--- src/spm_defines.vh ---
// Constants shared by the serial peripheral port design files.
// Assumes it is included by bare name from the port design file.
`ifndef SPM_DEFINES_VH
`define SPM_DEFINES_VH

// ==========================================
// Select-mode field encodings
`define SPM_MODE_3WIRE 2'h0
`define SPM_MODE_4WIRE_IN 2'h1
`define SPM_MODE_HI_BIT 1
`define SPM_MODE_LO_BIT 0

// ==========================================
// Byte framing
`define SPM_WORD_W 8
`define SPM_MSB 7
`define SPM_BIT_LAST 3'h7
`define SPM_BIT_FIRST 3'h0

// ==========================================
// Master serial clock half period, in system clocks
`define SPM_SCK_HALF_CYC 8'h04
`define SPM_HALF_W 8

// ==========================================
// Transmit buffer
`define SPM_FIFO_DEPTH 4
`define SPM_FIFO_AW 2

`endif

--- src/spm_port.v ---
// Serial peripheral port: pin directions, select modes, byte shifter.
// Assumes link pins are asynchronous to sys_clk and are resolved by the
// testbench from the out/oe pairs. Clock mode: idle low, sample on rise.
//
// What this block does
// - Master drives the master-to-slave data pin; slave takes it as input.
// - Bytes shift most significant bit first on both data pins.
// - Master drives master-to-slave data from shift register top bit.
// - Master takes slave-to-master data as input; slave drives it.
// - Slave-to-master pin floats when disabled or unselected four-wire slave.
// - Three-wire slave always drives slave-to-master pin from top bit.
// - Master makes and drives serial clock; slave receives it.
// - Four-wire slave ignores serial clock while select input is high.
// - Mode 00: three-wire, select unused, slave always selected.
// - Mode 01: four-wire, select is input, low selects the slave.
// - Mode 01 master: select falling edge disables the master function.
// - Mode 1x: select pin is output, level equals lower mode bit.
// - Select routed to a pin in every mode except three-wire.
// - Transfer-done flag set per byte; interrupt requested when enabled.
// - Mode fault clears master and port enables, sets fault flag.
// - Mode 01 slave resets bit counter on each select falling edge.
`timescale 1ns/100ps
`default_nettype none
`include "spm_defines.vh"

module spm_port #(
	parameter SCK_HALF_CYC = `SPM_SCK_HALF_CYC,
	parameter FIFO_DEPTH = `SPM_FIFO_DEPTH
) (
	input wire sys_clk, // System clock
	input wire rst_b, // Asynchronous reset, active low
	input wire cfgWrite, // Pulse: load the three config fields below
	input wire cfgPortEnable, // Port enable bit value
	input wire cfgMasterEnable, // Master enable bit value
	input wire [1:0] cfgSelectMode, // Select mode field value
	input wire intEnable, // Interrupt enable level
	input wire doneClear, // Pulse: clear transfer-done flag
	input wire faultClear, // Pulse: clear mode-fault flag
	input wire [7:0] txData, // Byte to transmit
	input wire txValid, // Byte offered
	output wire txReady, // Transmit buffer can take a byte
	output reg [7:0] rxData, // Last received byte
	output reg rxValid, // Pulse: rxData updated
	output reg portEnable, // Port enable bit state
	output reg masterEnable, // Master enable bit state
	output reg [1:0] selectModeField, // Select mode field state
	output reg transferDoneFlag, // Sticky: a byte completed
	output reg modeFaultFlag, // Sticky: mode fault seen
	output reg irq, // Interrupt request, active high
	input wire sckIn, // Serial clock pin input
	output reg sckOut, // Serial clock drive value
	output reg sckOe, // Serial clock drive enable
	input wire mosiIn, // Master-to-slave pin input
	output reg mosiOut, // Master-to-slave drive value
	output reg mosiOe, // Master-to-slave drive enable
	input wire misoIn, // Slave-to-master pin input
	output reg misoOut, // Slave-to-master drive value
	output reg misoOe, // Slave-to-master drive enable
	input wire slaveSelectNIn, // Select pin input, active low
	output reg slaveSelectNOut, // Select pin drive value
	output reg slaveSelectNOe, // Select pin drive enable
	output reg selectRouted // Select signal mapped to a pin
);

	wire [3:0] pinSync;
	wire sckS;
	wire mosiS;
	wire misoS;
	wire selS;
	wire fifoValid;
	wire [7:0] fifoData;
	reg fifoPop;

	reg [7:0] shift_reg, shift_next;
	reg [2:0] bitCnt_reg, bitCnt_next;
	reg sampled_reg, sampled_next;
	reg loaded_reg, loaded_next;
	reg busy_reg, busy_next;
	reg [`SPM_HALF_W-1:0] half_reg, half_next;
	reg sck_reg, sck_next;
	reg prevSck_reg;
	reg prevSel_reg;
	reg portEn_next, masterEn_next;
	reg [1:0] mode_next;
	reg done_next, fault_next;
	reg [7:0] rxData_next;
	reg rxValid_next;
	reg riseEv, fallEv, inBit, selFall, slaveRole, slaveSel;

	assign sckS = pinSync[0];
	assign mosiS = pinSync[1];
	assign misoS = pinSync[2];
	assign selS = pinSync[3];

	// Four-wire modes use the select pin as an input or an output
	function isFourWire;
		input [1:0] mode;
		begin
			isFourWire = (mode != `SPM_MODE_3WIRE);
		end
	endfunction

	// ==========================================
	// Pin synchronisers
	spm_sync #(
		.W(4)
	) u_sync (
		.sys_clk(sys_clk),
		.rst_b(rst_b),
		.asyncIn({slaveSelectNIn, misoIn, mosiIn, sckIn}),
		.syncOut(pinSync)
	);

	// ==========================================
	// Transmit buffer; a full buffer stalls the writer
	spm_fifo #(
		.WIDTH(`SPM_WORD_W),
		.DEPTH(FIFO_DEPTH),
		.AW(`SPM_FIFO_AW)
	) u_fifo (
		.sys_clk(sys_clk),
		.rst_b(rst_b),
		.inValid(txValid),
		.inReady(txReady),
		.inData(txData),
		.outValid(fifoValid),
		.outReady(fifoPop),
		.outData(fifoData)
	);

	// ==========================================
	// Next-state logic
	always @* begin
		shift_next = shift_reg;
		bitCnt_next = bitCnt_reg;
		sampled_next = sampled_reg;
		loaded_next = loaded_reg;
		busy_next = busy_reg;
		half_next = half_reg;
		sck_next = sck_reg;
		portEn_next = portEnable;
		masterEn_next = masterEnable;
		mode_next = selectModeField;
		done_next = transferDoneFlag & ~doneClear;
		fault_next = modeFaultFlag & ~faultClear;
		rxData_next = rxData;
		rxValid_next = 1'b0;
		fifoPop = 1'b0;
		riseEv = 1'b0;
		fallEv = 1'b0;
		selFall = prevSel_reg & ~selS;
		slaveRole = portEnable & ~masterEnable;
		// Three-wire slave is always selected; four-wire needs select low
		slaveSel = (selectModeField == `SPM_MODE_3WIRE) | ~selS;
		inBit = masterEnable ? misoS : mosiS;

		if (portEnable & masterEnable) begin
			// Master paces its own serial clock
			if (busy_reg) begin
				if (half_reg == {`SPM_HALF_W{1'b0}}) begin
					half_next = SCK_HALF_CYC[`SPM_HALF_W-1:0] - 1'b1;
					sck_next = ~sck_reg;
					riseEv = ~sck_reg;
					fallEv = sck_reg;
				end else begin
					half_next = half_reg - 1'b1;
				end
			end
		end else if (slaveRole & slaveSel) begin
			// Clock edges outside selection are dropped
			riseEv = sckS & ~prevSck_reg;
			fallEv = ~sckS & prevSck_reg;
		end

		if (riseEv) begin
			sampled_next = inBit;
			bitCnt_next = bitCnt_reg + 1'b1;
			if (bitCnt_reg == `SPM_BIT_LAST) begin
				// Byte complete: MSB arrived first, so it sits at the top
				rxData_next = {shift_reg[`SPM_MSB-1:0], inBit};
				rxValid_next = 1'b1;
				done_next = 1'b1;
				loaded_next = 1'b0;
			end
		end
		if (fallEv) begin
			if (bitCnt_reg != `SPM_BIT_FIRST) begin
				shift_next = {shift_reg[`SPM_MSB-1:0], sampled_reg};
			end else if (masterEnable) begin
				busy_next = 1'b0;
				sck_next = 1'b0;
			end
		end

		// Mode 01 slave: select falling edge restarts the byte
		if (slaveRole & isFourWire(selectModeField) & ~selectModeField[`SPM_MODE_HI_BIT] & selFall) begin
			bitCnt_next = `SPM_BIT_FIRST;
		end

		// Reload from the buffer only between bytes
		if (fifoValid & (bitCnt_next == `SPM_BIT_FIRST) & ~fallEv & portEnable) begin
			if (masterEnable & ~busy_reg) begin
				fifoPop = 1'b1;
				shift_next = fifoData;
				busy_next = 1'b1;
				sck_next = 1'b0;
				half_next = SCK_HALF_CYC[`SPM_HALF_W-1:0] - 1'b1;
			end else if (slaveRole & ~loaded_next & ~riseEv) begin
				fifoPop = 1'b1;
				shift_next = fifoData;
				loaded_next = 1'b1;
			end
		end

		if (cfgWrite) begin
			portEn_next = cfgPortEnable;
			masterEn_next = cfgMasterEnable;
			mode_next = cfgSelectMode;
		end

		// Another master took the bus; fault overrides a config write
		if (portEnable & masterEnable & (selectModeField == `SPM_MODE_4WIRE_IN) & selFall) begin
			portEn_next = 1'b0;
			masterEn_next = 1'b0;
			fault_next = 1'b1;
		end

		// Disable or a role change is the only way to resync a three-wire slave counter
		if (~portEn_next | (masterEn_next != masterEnable)) begin
			busy_next = 1'b0;
			sck_next = 1'b0;
			bitCnt_next = `SPM_BIT_FIRST;
			loaded_next = 1'b0;
		end
	end

	// ==========================================
	// State and registered pin outputs
	always @(posedge sys_clk or negedge rst_b) begin
		if (!rst_b) begin
			shift_reg <= 8'h00;
			bitCnt_reg <= `SPM_BIT_FIRST;
			sampled_reg <= 1'b0;
			loaded_reg <= 1'b0;
			busy_reg <= 1'b0;
			half_reg <= {`SPM_HALF_W{1'b0}};
			sck_reg <= 1'b0;
			prevSck_reg <= 1'b0;
			// Matches the cleared synchroniser, so release shows no false select fall
			prevSel_reg <= 1'b0;
			portEnable <= 1'b0;
			masterEnable <= 1'b0;
			selectModeField <= `SPM_MODE_4WIRE_IN;
			transferDoneFlag <= 1'b0;
			modeFaultFlag <= 1'b0;
			irq <= 1'b0;
			rxData <= 8'h00;
			rxValid <= 1'b0;
			sckOut <= 1'b0;
			sckOe <= 1'b0;
			mosiOut <= 1'b0;
			mosiOe <= 1'b0;
			misoOut <= 1'b0;
			misoOe <= 1'b0;
			slaveSelectNOut <= 1'b1;
			slaveSelectNOe <= 1'b0;
			selectRouted <= 1'b1;
		end else begin
			shift_reg <= shift_next;
			bitCnt_reg <= bitCnt_next;
			sampled_reg <= sampled_next;
			loaded_reg <= loaded_next;
			busy_reg <= busy_next;
			half_reg <= half_next;
			sck_reg <= sck_next;
			prevSck_reg <= sckS;
			prevSel_reg <= selS;
			portEnable <= portEn_next;
			masterEnable <= masterEn_next;
			selectModeField <= mode_next;
			transferDoneFlag <= done_next;
			modeFaultFlag <= fault_next;
			irq <= intEnable & (done_next | fault_next);
			rxData <= rxData_next;
			rxValid <= rxValid_next;
			sckOut <= sck_next;
			sckOe <= portEn_next & masterEn_next;
			mosiOut <= masterEn_next & shift_next[`SPM_MSB];
			mosiOe <= portEn_next & masterEn_next;
			misoOut <= shift_next[`SPM_MSB];
			// Float unless an enabled, selected slave
			misoOe <= portEn_next & ~masterEn_next &
				((mode_next == `SPM_MODE_3WIRE) | ~selS);
			slaveSelectNOut <= mode_next[`SPM_MODE_LO_BIT];
			slaveSelectNOe <= mode_next[`SPM_MODE_HI_BIT];
			selectRouted <= isFourWire(mode_next);
		end
	end

endmodule

`default_nettype wire

--- src/spm_sync.v ---
// Two-flip-flop synchroniser for a group of independent level inputs.
// Assumes each bit is a separate asynchronous level; no bus coherence is given.
`timescale 1ns/100ps
`default_nettype none

module spm_sync #(
	parameter W = 4
) (
	input wire sys_clk, // System clock
	input wire rst_b, // Asynchronous reset, active low
	input wire [W-1:0] asyncIn, // Levels from outside the clock domain
	output reg [W-1:0] syncOut // Synchronised levels
);

	reg [W-1:0] meta_reg;

	// ==========================================
	// Two stages; the first is read only by the second
	always @(posedge sys_clk or negedge rst_b) begin
		if (!rst_b) begin
			meta_reg <= {W{1'b0}};
			syncOut <= {W{1'b0}};
		end else begin
			meta_reg <= asyncIn;
			syncOut <= meta_reg;
		end
	end

endmodule

`default_nettype wire

--- src/spm_fifo.v ---
// Small first-word-fall-through FIFO with valid/ready on both sides.
// Assumes both sides run on sys_clk; depth must be a power of two.
`timescale 1ns/100ps
`default_nettype none

module spm_fifo #(
	parameter WIDTH = 8,
	parameter DEPTH = 4,
	parameter AW = 2
) (
	input wire sys_clk, // System clock
	input wire rst_b, // Asynchronous reset, active low
	input wire inValid, // Writer offers a word
	output wire inReady, // FIFO can take a word
	input wire [WIDTH-1:0] inData, // Word written
	output wire outValid, // FIFO holds a word
	input wire outReady, // Reader takes the head word
	output wire [WIDTH-1:0] outData // Head word
);

	reg [WIDTH-1:0] mem [0:DEPTH-1];
	reg [AW-1:0] wrPtr_reg;
	reg [AW-1:0] rdPtr_reg;
	reg [AW:0] count_reg;
	reg ready_reg;
	wire push;
	wire pop;

	// Ready comes from a flop so the writer never sees a combinational full
	assign inReady = ready_reg;
	assign outValid = (count_reg != {(AW+1){1'b0}});
	assign outData = mem[rdPtr_reg];
	assign push = inValid & inReady;
	assign pop = outValid & outReady;

	// ==========================================
	// Storage; contents need no reset
	always @(posedge sys_clk) begin
		if (push) begin
			mem[wrPtr_reg] <= inData;
		end
	end

	// ==========================================
	// Pointers and occupancy
	always @(posedge sys_clk or negedge rst_b) begin
		if (!rst_b) begin
			wrPtr_reg <= {AW{1'b0}};
			rdPtr_reg <= {AW{1'b0}};
			count_reg <= {(AW+1){1'b0}};
			ready_reg <= 1'b1;
		end else begin
			if (push) begin
				wrPtr_reg <= wrPtr_reg + 1'b1;
			end
			if (pop) begin
				rdPtr_reg <= rdPtr_reg + 1'b1;
			end
			if (push & ~pop) begin
				count_reg <= count_reg + 1'b1;
				ready_reg <= (count_reg != DEPTH[AW:0] - 1'b1);
			end else if (pop & ~push) begin
				count_reg <= count_reg - 1'b1;
				ready_reg <= 1'b1;
			end
		end
	end

endmodule

`default_nettype wire

--- config.mk ---
export PLATFORM = sky130hd
export DESIGN_NAME = spm_port
export DESIGN_NICKNAME = d
export VERILOG_FILES = /design/src/spm_port.v /design/src/spm_sync.v /design/src/spm_fifo.v
export VERILOG_INCLUDE_DIRS = /design/src
export SDC_FILE = /design/constraint.sdc
export NUM_CORES = 1
export LEC_CHECK = 0
export BUFFER_PORTS_ARGS = -buffer_cell sky130_fd_sc_hd__buf_4
export CAP_MARGIN = 0
export CORE_MARGIN = 8
export CORE_UTILIZATION = 30
export CTS_CLUSTER_SIZE = 25
export DETAILED_ROUTE_END_ITERATION = 10
export GPL_TIMING_DRIVEN = 0
export PLACE_DENSITY_LB_ADDON = 0.1
export SYNTH_ARGS = -nofsm -noshare
export SYNTH_HDL_FRONTEND = slang
export SYNTH_SLANG_ARGS = --single-unit
--- constraint.sdc ---
create_clock -name sys_clk -period 3.7 [get_ports sys_clk]
set_input_delay 0.555 -clock sys_clk [delete_from_list [all_inputs] [get_ports sys_clk]]
set_output_delay 0.555 -clock sys_clk [all_outputs]
set_load 0.01 [all_outputs]
Word level (Yosys, flattened, before mapping)
Memories as Yosys holds them, arrays and structs flattened.
Index checks and enable logic that the tools add are counted.
- input port bits: 23
- bits in registers: 64
- word-level logic and storage cells: 161
- bits in writable memories: 32
- output and inout port bits: 26
- memories: 1
- memories (memory ; depth ; bits a word ; rd ports ; clocked after memory_dff ; wr ports ; line ; source):
    u_fifo.mem ; 4 ; 8 ; 1 ; 0 ; 1 ; spm_fifo.v:21 ; reg [WIDTH-1:0] mem [0:DEPTH-1];
- reduce and logical (&&, ||, !) cells: 10
- add/sub/neg operators: 6
- bitwise gates (word level): 48
- equality and inequality tests: 4
- multiplexer cells: 62
- operators with widths (operator ; number):
    8-bit two-way mux ; 10
    1-bit two-way mux ; 46
    1-bit AND ; 28
    1-bit inverter ; 16
    3-bit two-way mux ; 5
    8-bit zero test ; 1
    8-bit by 1-bit subtractor with 8-bit output (second input constant) ; 1
    3-bit by 1-bit adder with 3-bit output (second input constant) ; 2
    2-bit nonzero test ; 3
    3-bit nonzero test ; 2
    2-bit by 1-bit adder with 2-bit output (second input constant) ; 2
    2-bit zero test ; 2
    1-bit bitwise OR ; 4
    3-bit equality test (second input constant) ; 1
    3-bit zero test ; 1
    3-bit by 2-bit inequality test with 1-bit output (second input constant) ; 1
    3-bit by 1-bit subtractor with 3-bit output (second input constant) ; 1
    2-bit by 1-bit equality test with 1-bit output (second input constant) ; 1
    2-bit two-way mux ; 1
    2-bit AND reduction ; 1
    1-bit inequality test ; 1

Depth between registers and ports, before layout
- depth after elaboration: 16
- mapped depth: 17
- mapped depth without buffers: 16

Cells and area by module
Synthesis repeated with hierarchy kept, for this count alone.
- cells, all modules: 281
- area total of the unflattened synthesis: 4095.2 µm²
- modules (own cells, without submodules) (module ; cells an instance ; instances ; area each (µm²)):
    spm_port ; 189 ; 1 ; 2254.7
    spm_fifo ; 84 ; 1 ; 1640.3
    spm_sync ; 8 ; 1 ; 200.2

Worst setup path after synthesis
No wires, ideal clock.
- path type: register -> register
- start point: reg half_reg[3]
- end point: reg u_fifo.count_reg[2]
- setup slack: 675 ps
- clock period less this slack: 3025 ps
- stages on the path, launching flop included: 17
- arrival: 2900 ps
- library setup time: 125 ps
- cell sequence: dfrtp_1 -> nor4_1 -> nand3_1 -> inv_1 -> ha_1 -> and4_1 -> a22oi_1 -> and2_1 -> a21o_1 -> buf_6 -> ha_1 -> xnor2_1 -> ha_1 -> a21oi_1 -> xnor2_1 -> nor2_1 -> xor2_1
- longest elaborated chain between the ends: 15
- elaborated cells on any way between the ends: 28
- ends and longest elaborated chain (element ; line ; source):
    from (decl) ; spm_port.v:79 ; reg [`SPM_HALF_W-1:0] half_reg, half_next;
    from (signal assigned) ; spm_port.v:246 ; half_reg <= {`SPM_HALF_W{1'b0}};
    from (signal assigned) ; spm_port.v:274 ; half_reg <= half_next;
    8-bit zero test (*) ; spm_port.v:160 ; if (half_reg == {`SPM_HALF_W{1'b0}}) begin
    1-bit two-way mux ; spm_port.v:160 ;
    1-bit two-way mux ; spm_port.v:159 ; if (busy_reg) begin
    1-bit two-way mux ; spm_port.v:157 ; if (portEnable & masterEnable) begin
    3-bit two-way mux / 1-bit two-way mux (equally long branches) ; spm_port.v:175 ; if (riseEv) begin
    3-bit two-way mux / 1-bit inverter (equally long branches) ; spm_port.v:196, spm_port.v:208 ;
    3-bit zero test (no line) / 1-bit AND (equally long branches) ; -- ;
    1-bit AND (on tied branches) ; spm_port.v:201, spm_port.v:208 ;
    1-bit AND / 1-bit two-way mux (equally long branches) ; spm_port.v:201, spm_port.v:208 ;
    1-bit AND / 1-bit two-way mux (equally long branches) ; spm_port.v:201, spm_port.v:202 ;
    1-bit two-way mux (*) ; spm_port.v:201 ; if (fifoValid & (bitCnt_next == `SPM_BIT_FIRST) & ~fallEv & portEnable) begin
    1-bit AND (*) ; spm_fifo.v:34 ; assign pop = outValid & outReady;
    1-bit inverter ; spm_fifo.v:59 ; if (push & ~pop) begin
    1-bit AND ; spm_fifo.v:59 ;
    3-bit two-way mux / 2-bit nonzero test (equally long branches) ; -- ;
    to (signal assigned) ; spm_fifo.v:50 ; count_reg <= {(AW+1){1'b0}};
    to (signal assigned) ; spm_fifo.v:60 ; count_reg <= count_reg + 1'b1;
    to (signal assigned) ; spm_fifo.v:63 ; count_reg <= count_reg - 1'b1;
    to (decl) ; spm_fifo.v:24 ; reg [AW:0] count_reg;
Mark *: on every way between the ends. The rest lies on a longest branch, timed or not.
A chain may end at the register's enable or synchronous reset.

Final worst setup path
Same ends and word-level chain as after synthesis.

==> flow_metrics.env <==
export IMPL_peakVddDrop_v=0.000264
export IMPL_slew_viol_final=0
export IMPL_final_hold_viol_count=0
export IMPL_worstPathBufferInverterCount=2
export IMPL_antenna_found_initial=0
export IMPL_placed_cell_area_sq_um=4730
export IMPL_core_sq_um=13700
export IMPL_r2r_slack_ns=0.34
export IMPL_syn_to_final_growth_pct=21.1
export IMPL_cts_repair_resized=0
export IMPL_grt_pass1_wl_mm=14.0
export IMPL_final_area_sq_um=5030
export IMPL_cp_depth=16
export IMPL_hpwl_mm=5.98
export IMPL_cp_max_fo=11
export IMPL_yosys_warnings=0
export IMPL_ys_flop_type="dfrtp_1"
export IMPL_fin_nets=392
export IMPL_grt_max_degree=62
export IMPL_die_height_um=134
export IMPL_multi_input_area_sq_um=1530
export IMPL_synth_most_common_cell="dfrtp_1"
export IMPL_setup_viol=0
export IMPL_postCtsSetupRepairBufs=0
export IMPL_status="finished clean"
export IMPL_path_class="reg -> reg"
export IMPL_numCtsBuffers=9
export IMPL_required_ns=3.92
export IMPL_crit_start="half_reg[3]$_DFF_PN0_"
export IMPL_worstSetupEndpointType="register"
export IMPL_drtPass1Iterations=4
export IMPL_relSlewSlack_pct=47.1
export IMPL_rsz0062_at_grt="false"
export IMPL_reg2reg_depth=16
export IMPL_via_per_inst=4.50
export IMPL_syn_area_per_cell_sq_um=14.0
export IMPL_clock_sinks=93
export IMPL_setup_ws_ns=0.341
export IMPL_clock_path_buffers=2
export IMPL_synth_top_cells_by_count="dfrtp_1, edfxtp_1, nand2_1"
export IMPL_fin_crit_sh_pct=90.8
export IMPL_num_vias=2430
export IMPL_synth_nets=334
export IMPL_netlist_area_sq_um=4160
export IMPL_overflow=0
export IMPL_worstPathCellList="nor4_1, nand3_1, inv_1, ha_1, and4_1, a22oi_1, and2_1, a21o_1, buf_6, ha_1, xnor2_1, ha_1, a21oi_1, xnor2_1, nor2_1, xor2_1"
export IMPL_worst_hold_slack_ns=0.287
export IMPL_clock_skew_ns=0.00890
export IMPL_layout_drive_gt1_share_pct=31.1
export IMPL_ant_nets=0
export IMPL_io_pins=49
export IMPL_nFillCells=1327
export IMPL_rows=43
export IMPL_yosysTopAreaCellShare_pct=34.9
export IMPL_regArea_sq_um=2490
export IMPL_num_antenna_cells=0
export IMPL_track_usage_pct=10.2
export IMPL_netlist_cell_type_count=55
export IMPL_endpoint="u_fifo.count_reg[2]$_DFFE_PN0P_"
export IMPL_yosysSeqAreaShare_pct=60.0
export IMPL_largest_reg_flops=32
export IMPL_synth_edff_count=32
export IMPL_worst_pin_slew_ns=0.794
export IMPL_p_leak_uw=0.00223
export IMPL_place_ws_ns=0.356
export IMPL_cts_tree="done"
export IMPL_cts_htree_levels=3
export IMPL_dp_cells=524
export IMPL_die_area_sq_um=17900
export IMPL_startpoint_type="register"
export IMPL_gp_congestion=0.757
export IMPL_layout_min_cycle_time_ns=3.36
export IMPL_arrival_ns=3.58
export IMPL_grt_pass1_vias=2551
export IMPL_syn_inst=297
export IMPL_fin_setup_tns_ns=0
export IMPL_r2r_end="u_fifo.count_reg[2]$_DFFE_PN0P_"
export IMPL_die_w_um=134
export IMPL_root_buffer="clkbuf_16"
export IMPL_crit_top_cell="ha_1"
export IMPL_cpLargestDelayFamily="simple AND/OR/NAND/NOR gates"
export IMPL_r2r_start="half_reg[3]$_DFF_PN0_"
export IMPL_yosysTopAreaCell="dfrtp_1"
export IMPL_cp_slowest_stage_delay_ns=0.43
export IMPL_avgRoutedWirePerCell_um=15.6
export IMPL_initial_core_util_pct=30.3
export IMPL_cap_violations=0
export IMPL_stdcell_count=540
export IMPL_drt_initial_drc_count=88
export IMPL_portBuffers=47
export IMPL_synthTopCellsByArea="dfrtp_1, edfxtp_1, mux4_2"
export IMPL_crit_slowest_cell="dfrtp_1"
export IMPL_maxClockFrequency_mhz=298
export IMPL_wl_mm=8.44
export IMPL_power_density_nw_per_um2=611
export IMPL_min_path_type="in -> async"
export IMPL_ys_seq_elements=93
export IMPL_insertion_delay_ns=0.34
export IMPL_drc=0
export IMPL_cts_clk_slew_worst_paths_ns=0.07
export IMPL_async_flop_share_pct=65.6
export IMPL_ctsHoldBuffers=0
==> logic make-up after synthesis <==
group	after synthesis	share of synthesized area (%)
flops	93	60.0
simple gates	71	9.40
mux	41	13.7
compound gates	36	6.47
buf+inv	28	3.31
xor+xnor	14	2.95
fa+ha+maj	14	4.22
==> per-stage QoR <==
step / power (uW) / utilization [%]
finish: 3070 / 36.7
CTS: 3140 / 36.7
global placement: 2180 / 34.5
global route: 3280 / 36.7
detailed placement: 2190 / 34.5
floorplan: 1950 / -
==> layout by cell type, fill, tap and decap left out, drive strengths merged, types with 5 or more instances in the layout <==
cell,n
edfxtp,32
and3,7
nor3,8
ha,14
nand2,18
dfrtp,58
o21ai,10
mux2,26
clkinv,5
xnor2,10
inv,19
mux2i,7
nor2,11
clkbuf,10
mux4,8
nand3,5
buf,56
a21oi,7
==> where the power goes <==
group          internal (uW)  switching, uW  total, uW
registers               1270            117       1390
logic                    402            355        757
clock network            526            399        925
==> area by class of cell <==
class / instances / area share, %
Timing Repair Buffer: 47 / 7.01
Clock buffer: 9 / 4.48
Inverter: 18 / 1.34
Sequential cell: 93 / 49.5
Clock inverter: 7 / 1.47
Multi-Input combinational cell: 176 / 30.3
Buffer: 10 / 1.39
Tap cell: 180 / 4.48
==> layer usage <==
metal / vias up / global-route usage [%] / routed length [um]
met5: - / 0 / 0
met4: 0 / 4.30 / 119
met3: 8 / 3.16 / 296
met2: 30 / 16.5 / 4210
met1: 1199 / 12.2 / 3820
li1: 1193 / - / -
==> how the worst min path moves through the flow <==
stage,slack (ns),from,cells after the start,endpoint
3_5_place_dp,0.34,u_sync.meta_reg[0]$_DFF_PN0_,0,u_sync.syncOut[0]$_DFF_PN0_
3_3_place_gp,0.34,u_sync.meta_reg[3]$_DFF_PN0_,0,u_sync.syncOut[3]$_DFF_PN0_
5_1_grt,0.30,misoIn,1,u_sync.meta_reg[2]$_DFF_PN0_
2_1_floorplan,0.26,rst_b,0,bitCnt_reg[0]$_DFF_PN0_
4_1_cts,0.30,misoIn,1,u_sync.meta_reg[2]$_DFF_PN0_
6_report,0.29,rst_b,1,misoOe$_DFF_PN0_
No activity file was read; power rests on OpenSTA's default activity.
